===== config.mk =====
export PLATFORM = sky130hd
export DESIGN_NAME = hpp_port_power
export DESIGN_NICKNAME = d
export VERILOG_FILES = /design/src/hw/hpp_pkg.sv /design/src/hw/hpp_ocs_filter.sv /design/src/hw/hpp_port_power.sv
export SDC_FILE = /design/constraint.sdc
export NUM_CORES = 1
export LEC_CHECK = 0
export ABC_AREA = 0
export BUFFER_PORTS_ARGS = -buffer_cell sky130_fd_sc_hd__buf_2
export CAP_MARGIN = 20
export CORE_ASPECT_RATIO = 2
export CORE_MARGIN = 4
export CORE_UTILIZATION = 56
export DETAILED_ROUTE_END_ITERATION = 12
export PLACE_DENSITY = 0.77
export SYNTH_ARGS = -nofsm -noshare
export SYNTH_HDL_FRONTEND = slang
export SYNTH_HIERARCHICAL = 1
export SYNTH_SLANG_ARGS = --single-unit

===== constraint.sdc =====
create_clock -name clk -period 2.44 [get_ports clk]
set_input_delay 0.366 -clock clk [delete_from_list [all_inputs] [get_ports clk]]
set_output_delay 0.366 -clock clk [all_outputs]
set_load 0.02 [all_outputs]

===== src/hw/hpp_pkg.sv =====
// Purpose: constants for hub port power and over-current logic
// Assumes: 100 MHz clock, four downstream ports
// Notes: times kept in their own unit, counts derived from them
package hpp_pkg;
	localparam int unsigned CLK_MHZ = 100;
	localparam int unsigned NUM_PORTS = 4;
	// Over-current filter windows
	localparam int unsigned OCS_SINGLE_MS = 1;
	localparam int unsigned OCS_DOUBLE_MS = 20;
	localparam int unsigned OCS_SINGLE_CYC = OCS_SINGLE_MS * 1000 * CLK_MHZ;
	localparam int unsigned OCS_DOUBLE_CYC = OCS_DOUBLE_MS * 1000 * CLK_MHZ;
	// Link power state latencies
	localparam int unsigned L1_ENTRY_US = 10;
	localparam int unsigned L1_EXIT_US = 50;
	localparam int unsigned L2_ENTRY_MS = 3;
	localparam int unsigned L2_EXIT_MS = 2;
	localparam int unsigned L1_ENTRY_CYC = L1_ENTRY_US * CLK_MHZ - 1;
	localparam int unsigned L1_EXIT_CYC = L1_EXIT_US * CLK_MHZ - 1;
	localparam int unsigned L2_ENTRY_CYC = L2_ENTRY_MS * 1000 * CLK_MHZ;
	localparam int unsigned L2_EXIT_CYC = L2_EXIT_MS * 1000 * CLK_MHZ;
	// Header packet turnaround and old value
	localparam int unsigned HP_OLD_US = 3;
	localparam int unsigned HP_US = 10;
	localparam int unsigned HP_CYC = HP_US * CLK_MHZ;
	localparam int unsigned TMR_W = 24;
	localparam logic [1:0] MODE_COMBINED = 2'h0;
	localparam logic [1:0] MODE_GANGED = 2'h1;
	typedef enum logic [2:0] {
		HPP_L0, HPP_L1_ENTER, HPP_L1, HPP_L1_EXIT,
		HPP_L2_ENTER, HPP_L2, HPP_L2_EXIT
	} hpp_lpm_t;
endpackage


===== src/hw/hpp_ocs_filter.sv =====
// Purpose: per-pin over-current filter, single and double low pulse
// Assumes: sense input already synchronised to clk
// Notes: counters idle while the pin is not powered
`timescale 1ns/1ps
`default_nettype none
module hpp_ocs_filter #(
	parameter int unsigned SINGLE_CYC = 100000,
	parameter int unsigned DOUBLE_CYC = 2000000
) (
	input wire logic clk,
	input wire logic rst_n,
	input wire logic enabled,
	input wire logic sense_low,
	output logic fault
);
	logic [hpp_pkg::TMR_W-1:0] low_cnt, next_low_cnt;
	logic [hpp_pkg::TMR_W-1:0] win_cnt, next_win_cnt;
	logic in_win, next_in_win;
	logic prev_low, next_prev_low;
	logic next_fault;

	// Low run length and rolling window; short isolated dips are ignored
	always_comb begin
		next_low_cnt = low_cnt;
		next_win_cnt = win_cnt;
		next_in_win = in_win;
		next_prev_low = sense_low & enabled;
		next_fault = 1'b0;
		if (!enabled) begin
			next_low_cnt = '0;
			next_win_cnt = '0;
			next_in_win = 1'b0;
		end else begin
			next_low_cnt = sense_low ? low_cnt + 1'b1 : '0;
			if (sense_low && low_cnt == hpp_pkg::TMR_W'(SINGLE_CYC - 1))
				next_fault = 1'b1;
			if (in_win) begin
				next_win_cnt = win_cnt + 1'b1;
				if (win_cnt == hpp_pkg::TMR_W'(DOUBLE_CYC - 1))
					next_in_win = 1'b0;
			end
			if (sense_low && !prev_low) begin
				if (in_win)
					next_fault = 1'b1;
				next_in_win = ~in_win;
				next_win_cnt = '0;
			end
		end
	end

	always_ff @(posedge clk or negedge rst_n) begin
		if (!rst_n) begin
			low_cnt <= '0;
			win_cnt <= '0;
			in_win <= 1'b0;
			prev_low <= 1'b0;
			fault <= 1'b0;
		end else begin
			low_cnt <= next_low_cnt;
			win_cnt <= next_win_cnt;
			in_win <= next_in_win;
			prev_low <= next_prev_low;
			fault <= next_fault;
		end
	end
endmodule
`default_nettype wire


===== src/hw/hpp_port_power.sv =====
// Purpose: downstream port power pins, over-current, link power states
// Assumes: pin pads resolve oe/out; pull-up enable drives pad pull-up
// Notes: ganged mode uses pin 0 as the shared pin
`timescale 1ns/1ps
`default_nettype none
module hpp_port_power #(
	parameter int unsigned OCS_SINGLE = hpp_pkg::OCS_SINGLE_CYC,
	parameter int unsigned OCS_DOUBLE = hpp_pkg::OCS_DOUBLE_CYC,
	parameter int unsigned L2_ENTRY = hpp_pkg::L2_ENTRY_CYC,
	parameter int unsigned L2_EXIT = hpp_pkg::L2_EXIT_CYC
) (
	input wire logic clk,
	input wire logic rst_n,
	input wire logic [1:0] port_mode,
	input wire logic [3:0] port_power_req,
	input wire logic [3:0] ocs_clear,
	input wire logic [3:0] port_power_sense_pin_in,
	output logic [3:0] port_power_sense_pin_out,
	output logic [3:0] port_power_sense_pin_oe,
	output logic [3:0] port_pullup_en,
	output logic [3:0] port_ocs_status,
	output logic [3:0] port_powered,
	input wire logic l1_req,
	input wire logic l2_req,
	input wire logic resume_req,
	output logic [2:0] lpm_state,
	output logic lpm_busy,
	input wire logic hp_start,
	input wire logic hp_ack,
	output logic hp_timeout,
	input wire logic lp_initiate,
	input wire logic lp_accept,
	input wire logic ux_exit,
	output logic [1:0] pm_timer_sel,
	input wire logic [3:0] ss_connected,
	input wire logic [3:0] ss_suspended,
	input wire logic [3:0] ss_remote_wake_en,
	input wire logic [3:0] ss_conn_change,
	output logic remote_wake
);
	localparam int unsigned NP = hpp_pkg::NUM_PORTS;
	logic [3:0] sync1, sync2;
	logic [3:0] fault, ocs, next_ocs, powered, next_powered;
	logic [3:0] next_out, next_oe, next_pu;
	logic [3:0] sense_low, filt_en;
	logic [3:0] up1, up2;
	logic next_busy;
	hpp_pkg::hpp_lpm_t lpm, next_lpm;
	logic [hpp_pkg::TMR_W-1:0] lpm_cnt, next_lpm_cnt;
	logic [hpp_pkg::TMR_W-1:0] hp_cnt, next_hp_cnt;
	logic hp_run, next_hp_run, next_hp_timeout;
	logic [1:0] next_sel;
	logic next_wake;
	logic ganged;

	assign ganged = (port_mode == hpp_pkg::MODE_GANGED);

	// Pin synchroniser; first stage feeds only the second
	// Power-up delay line matches the synchroniser latency
	always_ff @(posedge clk or negedge rst_n) begin
		if (!rst_n) begin
			sync1 <= 4'hf;
			sync2 <= 4'hf;
			up1 <= 4'h0;
			up2 <= 4'h0;
		end else begin
			sync1 <= port_power_sense_pin_in;
			sync2 <= sync1;
			up1 <= powered;
			up2 <= up1;
		end
	end

	// masked until power has been on for two cycles; ganged mode masks pins 1-3 always
	always_comb begin
		sense_low = ~sync2;
		filt_en = powered & up2;
		if (ganged) begin
			filt_en = {3'h0, powered[0] & up2[0]};
		end
	end

	genvar gi;
	generate
		for (gi = 0; gi < NP; gi++) begin : g_flt
			hpp_ocs_filter #(
				.SINGLE_CYC(OCS_SINGLE),
				.DOUBLE_CYC(OCS_DOUBLE)
			) u_flt (
				.clk(clk),
				.rst_n(rst_n),
				.enabled(filt_en[gi]),
				.sense_low(sense_low[gi]),
				.fault(fault[gi])
			);
		end
	endgenerate

	// Power, latch and pin drive; same pin scheme for switch or fuse
	always_comb begin
		next_ocs = ocs;
		next_powered = powered;
		for (int i = 0; i < NP; i++) begin
			if (ocs_clear[i])
				next_ocs[i] = 1'b0;
			if (ganged ? fault[0] : fault[i])
				next_ocs[i] = 1'b1;
		end
		if (ganged)
			next_powered = {4{port_power_req[0] & ~next_ocs[0]}};
		else
			next_powered = port_power_req & ~next_ocs;
		next_out = 4'h0;
		next_oe = ~next_powered;
		next_pu = next_powered;
		if (ganged) begin
			next_oe[3:1] = 3'h0;
			next_pu[3:1] = 3'h0;
		end
	end

	always_ff @(posedge clk or negedge rst_n) begin
		if (!rst_n) begin
			ocs <= 4'h0;
			powered <= 4'h0;
			port_power_sense_pin_out <= 4'h0;
			port_power_sense_pin_oe <= 4'hf;
			port_pullup_en <= 4'h0;
		end else begin
			ocs <= next_ocs;
			powered <= next_powered;
			port_power_sense_pin_out <= next_out;
			port_power_sense_pin_oe <= next_oe;
			port_pullup_en <= next_pu;
		end
	end
	assign port_ocs_status = ocs;
	assign port_powered = powered;

	always_comb begin
		next_lpm = lpm;
		next_lpm_cnt = lpm_cnt + 1'b1;
		unique case (lpm)
			hpp_pkg::HPP_L0: begin
				next_lpm_cnt = '0;
				if (l2_req)
					next_lpm = hpp_pkg::HPP_L2_ENTER;
				else if (l1_req)
					next_lpm = hpp_pkg::HPP_L1_ENTER;
			end
			hpp_pkg::HPP_L1_ENTER: begin
				if (lpm_cnt == hpp_pkg::TMR_W'(hpp_pkg::L1_ENTRY_CYC - 1))
					next_lpm = hpp_pkg::HPP_L1;
			end
			hpp_pkg::HPP_L1: begin
				next_lpm_cnt = '0;
				if (resume_req)
					next_lpm = hpp_pkg::HPP_L1_EXIT;
			end
			hpp_pkg::HPP_L1_EXIT: begin
				if (lpm_cnt == hpp_pkg::TMR_W'(hpp_pkg::L1_EXIT_CYC - 1))
					next_lpm = hpp_pkg::HPP_L0;
			end
			hpp_pkg::HPP_L2_ENTER: begin
				if (lpm_cnt == hpp_pkg::TMR_W'(L2_ENTRY - 1))
					next_lpm = hpp_pkg::HPP_L2;
			end
			hpp_pkg::HPP_L2: begin
				next_lpm_cnt = '0;
				if (resume_req)
					next_lpm = hpp_pkg::HPP_L2_EXIT;
			end
			hpp_pkg::HPP_L2_EXIT: begin
				if (lpm_cnt == hpp_pkg::TMR_W'(L2_EXIT - 1))
					next_lpm = hpp_pkg::HPP_L0;
			end
			default: begin
				next_lpm = hpp_pkg::HPP_L0;
				next_lpm_cnt = '0;
			end
		endcase
		// Busy only in the timed transition states
		next_busy = (next_lpm != hpp_pkg::HPP_L0) &&
			(next_lpm != hpp_pkg::HPP_L1) && (next_lpm != hpp_pkg::HPP_L2);
	end

	// Header ack turnaround, timer select, remote wake
	always_comb begin
		next_hp_run = hp_run;
		next_hp_cnt = hp_cnt;
		next_hp_timeout = 1'b0;
		if (hp_start) begin
			next_hp_run = 1'b1;
			next_hp_cnt = '0;
		end else if (hp_run) begin
			next_hp_cnt = hp_cnt + 1'b1;
			if (hp_ack) begin
				next_hp_run = 1'b0;
			end else if (hp_cnt == hpp_pkg::TMR_W'(hpp_pkg::HP_CYC - 1)) begin
				next_hp_run = 1'b0;
				next_hp_timeout = 1'b1;
			end
		end
		if (lp_initiate)
			next_sel = 2'h1;
		else if (lp_accept)
			next_sel = 2'h2;
		else if (ux_exit)
			next_sel = 2'h3;
		else
			next_sel = 2'h0;
		next_wake = |(ss_connected & ss_suspended & ss_remote_wake_en &
			ss_conn_change);
	end

	always_ff @(posedge clk or negedge rst_n) begin
		if (!rst_n) begin
			lpm <= hpp_pkg::HPP_L0;
			lpm_cnt <= '0;
			hp_run <= 1'b0;
			hp_cnt <= '0;
			hp_timeout <= 1'b0;
			pm_timer_sel <= 2'h0;
			remote_wake <= 1'b0;
			lpm_busy <= 1'b0;
		end else begin
			lpm <= next_lpm;
			lpm_cnt <= next_lpm_cnt;
			hp_run <= next_hp_run;
			hp_cnt <= next_hp_cnt;
			hp_timeout <= next_hp_timeout;
			pm_timer_sel <= next_sel;
			remote_wake <= next_wake;
			lpm_busy <= next_busy;
		end
	end
	assign lpm_state = lpm;
endmodule
`default_nettype wire


==> qor.tcl <==
set qor(cell_internal_pwr_uw) 8330
set qor(vertical_extent_of_the_die_microns) 236
set qor(cts_max_path_buffers) 3
set qor(synth-main-ff-cell) {sky130_fd_sc_hd__dfrtp_1}
set qor(max_freq_mhz) 421
set qor(cts-htree-levels) 1
set qor(regToRegEndpoint) {lpm_busy}
set qor(finalNetCount) 1658
set qor(grt_util_met1) 0.248
set qor(mostFrequentLayoutCell) {sky130_fd_sc_hd__dfrtp_1}
set qor(critical_path.startpoint_type) {flop}
set qor(grt_pass1_wl_mm) 55.1
set qor(slew_viol_final) 0
set qor(clk_pin_slew_ps) 70
set qor(power_switching_uw) 2490
set qor(reg2reg_depth) 5
set qor(ant_nets) 0
set qor(groute.usage.overall) 0.227
set qor(clock-skew-final_ps) 10.0
set qor(routed_wl_mm) 32.7
set qor(design.die.area_sq_um) 28900
set qor(final_period_minus_worst_setup_slack_ps) 2380
set qor(worst_pin_slew_ps) 699
set qor(setup_viol) 0
set qor(ys_warn_count) 6
set qor(critPathTopFamily) {simple AND/OR/NAND/NOR gates}
set qor(timing.setup.critical_path_class) {flop to flop}
set qor(ir_drop_mv) 0.552
set qor(result_of_the_run) {finished, final reports clean}
set qor(drc) 0
set qor(sequentialPowerShare) 0.469
set qor(utilization) 0.644
set qor(comb_power_share) 0.070
set qor(mostFrequentLayoutCells) {sky130_fd_sc_hd__dfrtp_1 (280), sky130_fd_sc_hd__nor2_1 (169), sky130_fd_sc_hd__nand2_1 (137)}
set qor(clockRootBuffer) {sky130_fd_sc_hd__clkbuf_16}
set qor(holdPathEnd) {pm_timer_sel[0]}
set qor(post_synth.cell_area_avg_sq_um) 9.59
set qor(syn_inst) 1524
set qor(gr-total-overflow) 0
set qor(worst_skew_pair.late_latency_ps) 540
set qor(diodes_inserted) 0
set qor(clock_power_frac) 0.461
set qor(most_area_hungry_cell_type_in_the_yosys_netlist) {sky130_fd_sc_hd__dfrtp_1}
set qor(crit_slowest_cell) {sky130_fd_sc_hd__or4_4}
set qor(stdcell_count) 1967
set qor(flops_latches_synth) 292
set qor(synth.area.top_cells) {sky130_fd_sc_hd__dfrtp_1 (48%), sky130_fd_sc_hd__xnor2_1 (4.4%), sky130_fd_sc_hd__nor2_1 (4.3%), sky130_fd_sc_hd__nand2_1 (3.5%), sky130_fd_sc_hd__xor2_1 (3.3%)}
set qor(cp_data_arrival_time_ps) 2840
set qor(powerDensity_nw_per_um2) 652
set qor(via_count_of_the_first_global_routing_pass) 11929
set qor(crit_required_ps) 2900
set qor(synth_enable_flop_cells) 0
set qor(grt_use_met3) 0.0251
set qor(maximum_number_of_pins_on_one_net_before_global_route_repair) 69
set qor(power_uw) 10800
set qor(max_cap_violations) 0
set qor(detailroute.via_count) 11687
set qor(fraction_of_post_synthesis_cell_area_in_the_top_cell_type_by_area) 0.479
set qor(numPlacedInstances) 1910
set qor(cpMostUsedCell) {sky130_fd_sc_hd__or4_4}
set qor(fin_tns_setup_ps) 0
set qor(synth_cell_type_count) 50
set qor(drive_above_1_share) 0.115
set qor(place.gp.congestion) 0.887
set qor(rsz_0062_raised_after_global_routing) {false}
set qor(cts_tree) {done}
set qor(syn-cell-area_sq_um) 14600
set qor(critPathCaptureType) {flop}
set qor(grt_util_met2) 0.440
set qor(cts_buffer_count) 26
set qor(grt.busiest_layer) {met2}
set qor(worstPathCellList) {or4_4 > or4b_4 > or4_4 > nand4_1 > xor2_1}
set qor(critical_path.max_stage_delay_ps) 550
set qor(setup_slack_reg_to_reg_ps) 60
set qor(core-area_sq_um) 25800
set qor(syn2layout_area_growth_pct) 13.6
set qor(worstPathBufferInverterCount) 0
set qor(synth-seq-area-share) 0.501
set qor(hold_path_startpoint) {ux_exit}
set qor(port_buffers) 63
set qor(rows) 83
set qor(first_iter_violations) 685
set qor(grt_antenna_before_repair) 1
set qor(dieWidth_microns) 122
set qor(hp-class) {input port to flop}
set qor(avgViaCountPerCell) 5.94
set qor(hpwl_mm) 22.8
set qor(floorplan.io_pins) 68
set qor(asyncSetResetFlopFracSynth) 1.00
set qor(timing.slew.headroom) 0.530
set qor(timing.hold.worst_path_depth) 2
set qor(final-hold-violation-count) 0
set qor(1st_pass_router_iterations) 5
set qor(average_routed_wire_per_standard_cell_microns) 16.6
set qor(min_period_over_period) 0.974
set qor(cellLeakagePower_uw) 0.00672
set qor(path_max_fanout) 3
set qor(starting_density) 0.567
set qor(swShare) 0.230
set qor(critical_r2r_launch) {lpm_cnt[20]}
set qor(cts.sink_count) 292
-- Yosys cell counts, types with 34 or more instances --
library cell	instances
sky130_fd_sc_hd__dfrtp_1	280
sky130_fd_sc_hd__nor2_1	169
sky130_fd_sc_hd__nand2_1	137
sky130_fd_sc_hd__a21oi_1	82
sky130_fd_sc_hd__xnor2_1	73
sky130_fd_sc_hd__nand3_1	72
sky130_fd_sc_hd__or3_1	64
sky130_fd_sc_hd__o21ai_0	61
sky130_fd_sc_hd__nand4_1	55
sky130_fd_sc_hd__xor2_1	55
sky130_fd_sc_hd__inv_1	52
sky130_fd_sc_hd__nor4_1	51
sky130_fd_sc_hd__or4_1	42
sky130_fd_sc_hd__nor3_1	40
sky130_fd_sc_hd__clkbuf_1	34
-- metrics by stage --
step | cell area (sq um) | setup slack, ps | hold WS (ps)
after floorplan | 14600 | 169 | 70.4
after global placement | 15400 | 47.5 | 320
after detailed placement | 15400 | 9.90 | 322
after CTS | 16600 | 32.9 | 38.3
after global routing | 16600 | 19.4 | 39.1
final | 16600 | 62.4 | 49.6
-- layout make-up --
| cell class | instances | area [sq um] |
|---|---|---|
| clock buffer | 32 | 744 |
| timing repair buffer | 106 | 731 |
| tap | 340 | 425 |
| sequential | 292 | 7320 |
| inverter | 52 | 195 |
| fill | 2099 | 9160 |
| multi-input combinational | 1129 | 6860 |
| clock inverter | 16 | 314 |
-- power groups by stage --
stage                     logic, uW  registers (uW)  clock network (uW)
after detailed placement        741            5160                   0
after global routing            842            5090                5260
after global placement          722            5160                   0
after CTS                       755            5070                5090
after floorplan                 433            5160                   0
final                           758            5070                4990
-- logic make-up after synthesis --
family                   Yosys count  synth area share
AO/OA/AOI/OAI                    200            0.0792
flip-flops                       292             0.501
XOR/XNOR                         128            0.0767
adder cells (fa/ha/maj)           11           0.00942
multiplexers                      21            0.0147
other                              1          0.000257
AND/OR/NAND/NOR                  765             0.288
buffers and inverters            106            0.0307
-- how the worst max path moves through the flow --
| stage | start | end | slack, ps | depth (start not counted) |
|---|---|---|---|---|
| 2_1_floorplan | lpm_cnt[20] | lpm_busy | 170 | 5 |
| 3_3_place_gp | lpm_cnt[20] | lpm_busy | 50 | 5 |
| 3_5_place_dp | lpm_cnt[20] | lpm_busy | 10 | 5 |
| 4_1_cts | lpm_cnt[20] | lpm_busy | 30 | 5 |
| 5_1_grt | lpm_cnt[20] | lpm_busy | 20 | 5 |
| 6_report | lpm_cnt[20] | lpm_busy | 60 | 5 |
-- worst register-to-register path: stages, from the launching register on --
cell,delay (ps)
sky130_fd_sc_hd__dfrtp_1,380
sky130_fd_sc_hd__or4_4,550
sky130_fd_sc_hd__or4b_4,510
sky130_fd_sc_hd__or4_4,540
sky130_fd_sc_hd__nand4_1,150
sky130_fd_sc_hd__xor2_1,160
-- registers in the layout, summed over array words and instances (netlist names), 3 cells and up --
register	count
g_flt.u_flt/low_cnt	96
g_flt.u_flt/win_cnt	96
hp_cnt	24
lpm_cnt	24
g_flt.u_flt/fault	4
g_flt.u_flt/in_win	4
g_flt.u_flt/prev_low	4
port_ocs_status	4
port_power_sense_pin_oe	4
port_powered	4
sync1	4
sync2	4
up1	4
up2	4
lpm_state	3
port_pullup_en	3
-- per-layer routing --
metal | share of wire | routed length (microns) | vias to the layer above
li1 | - | - | 5599
met1 | 0.38 | 12300 | 5834
met2 | 0.57 | 18600 | 185
met3 | 0.030 | 977 | 67
met5 | 0.00040 | 13 | -
met4 | 0.027 | 875 | 2
-- repair_timing --
action | in CTS | in global routing
endpoints found under the hold margin | 52 | 0
buffers inserted | 0 | 1
hold buffers | 8 | 0
setup endpoints to repair | 1 | 1
pin swaps | 0 | 2
gates resized for setup | 1 | 1
(Power assumes the default switching activity.)
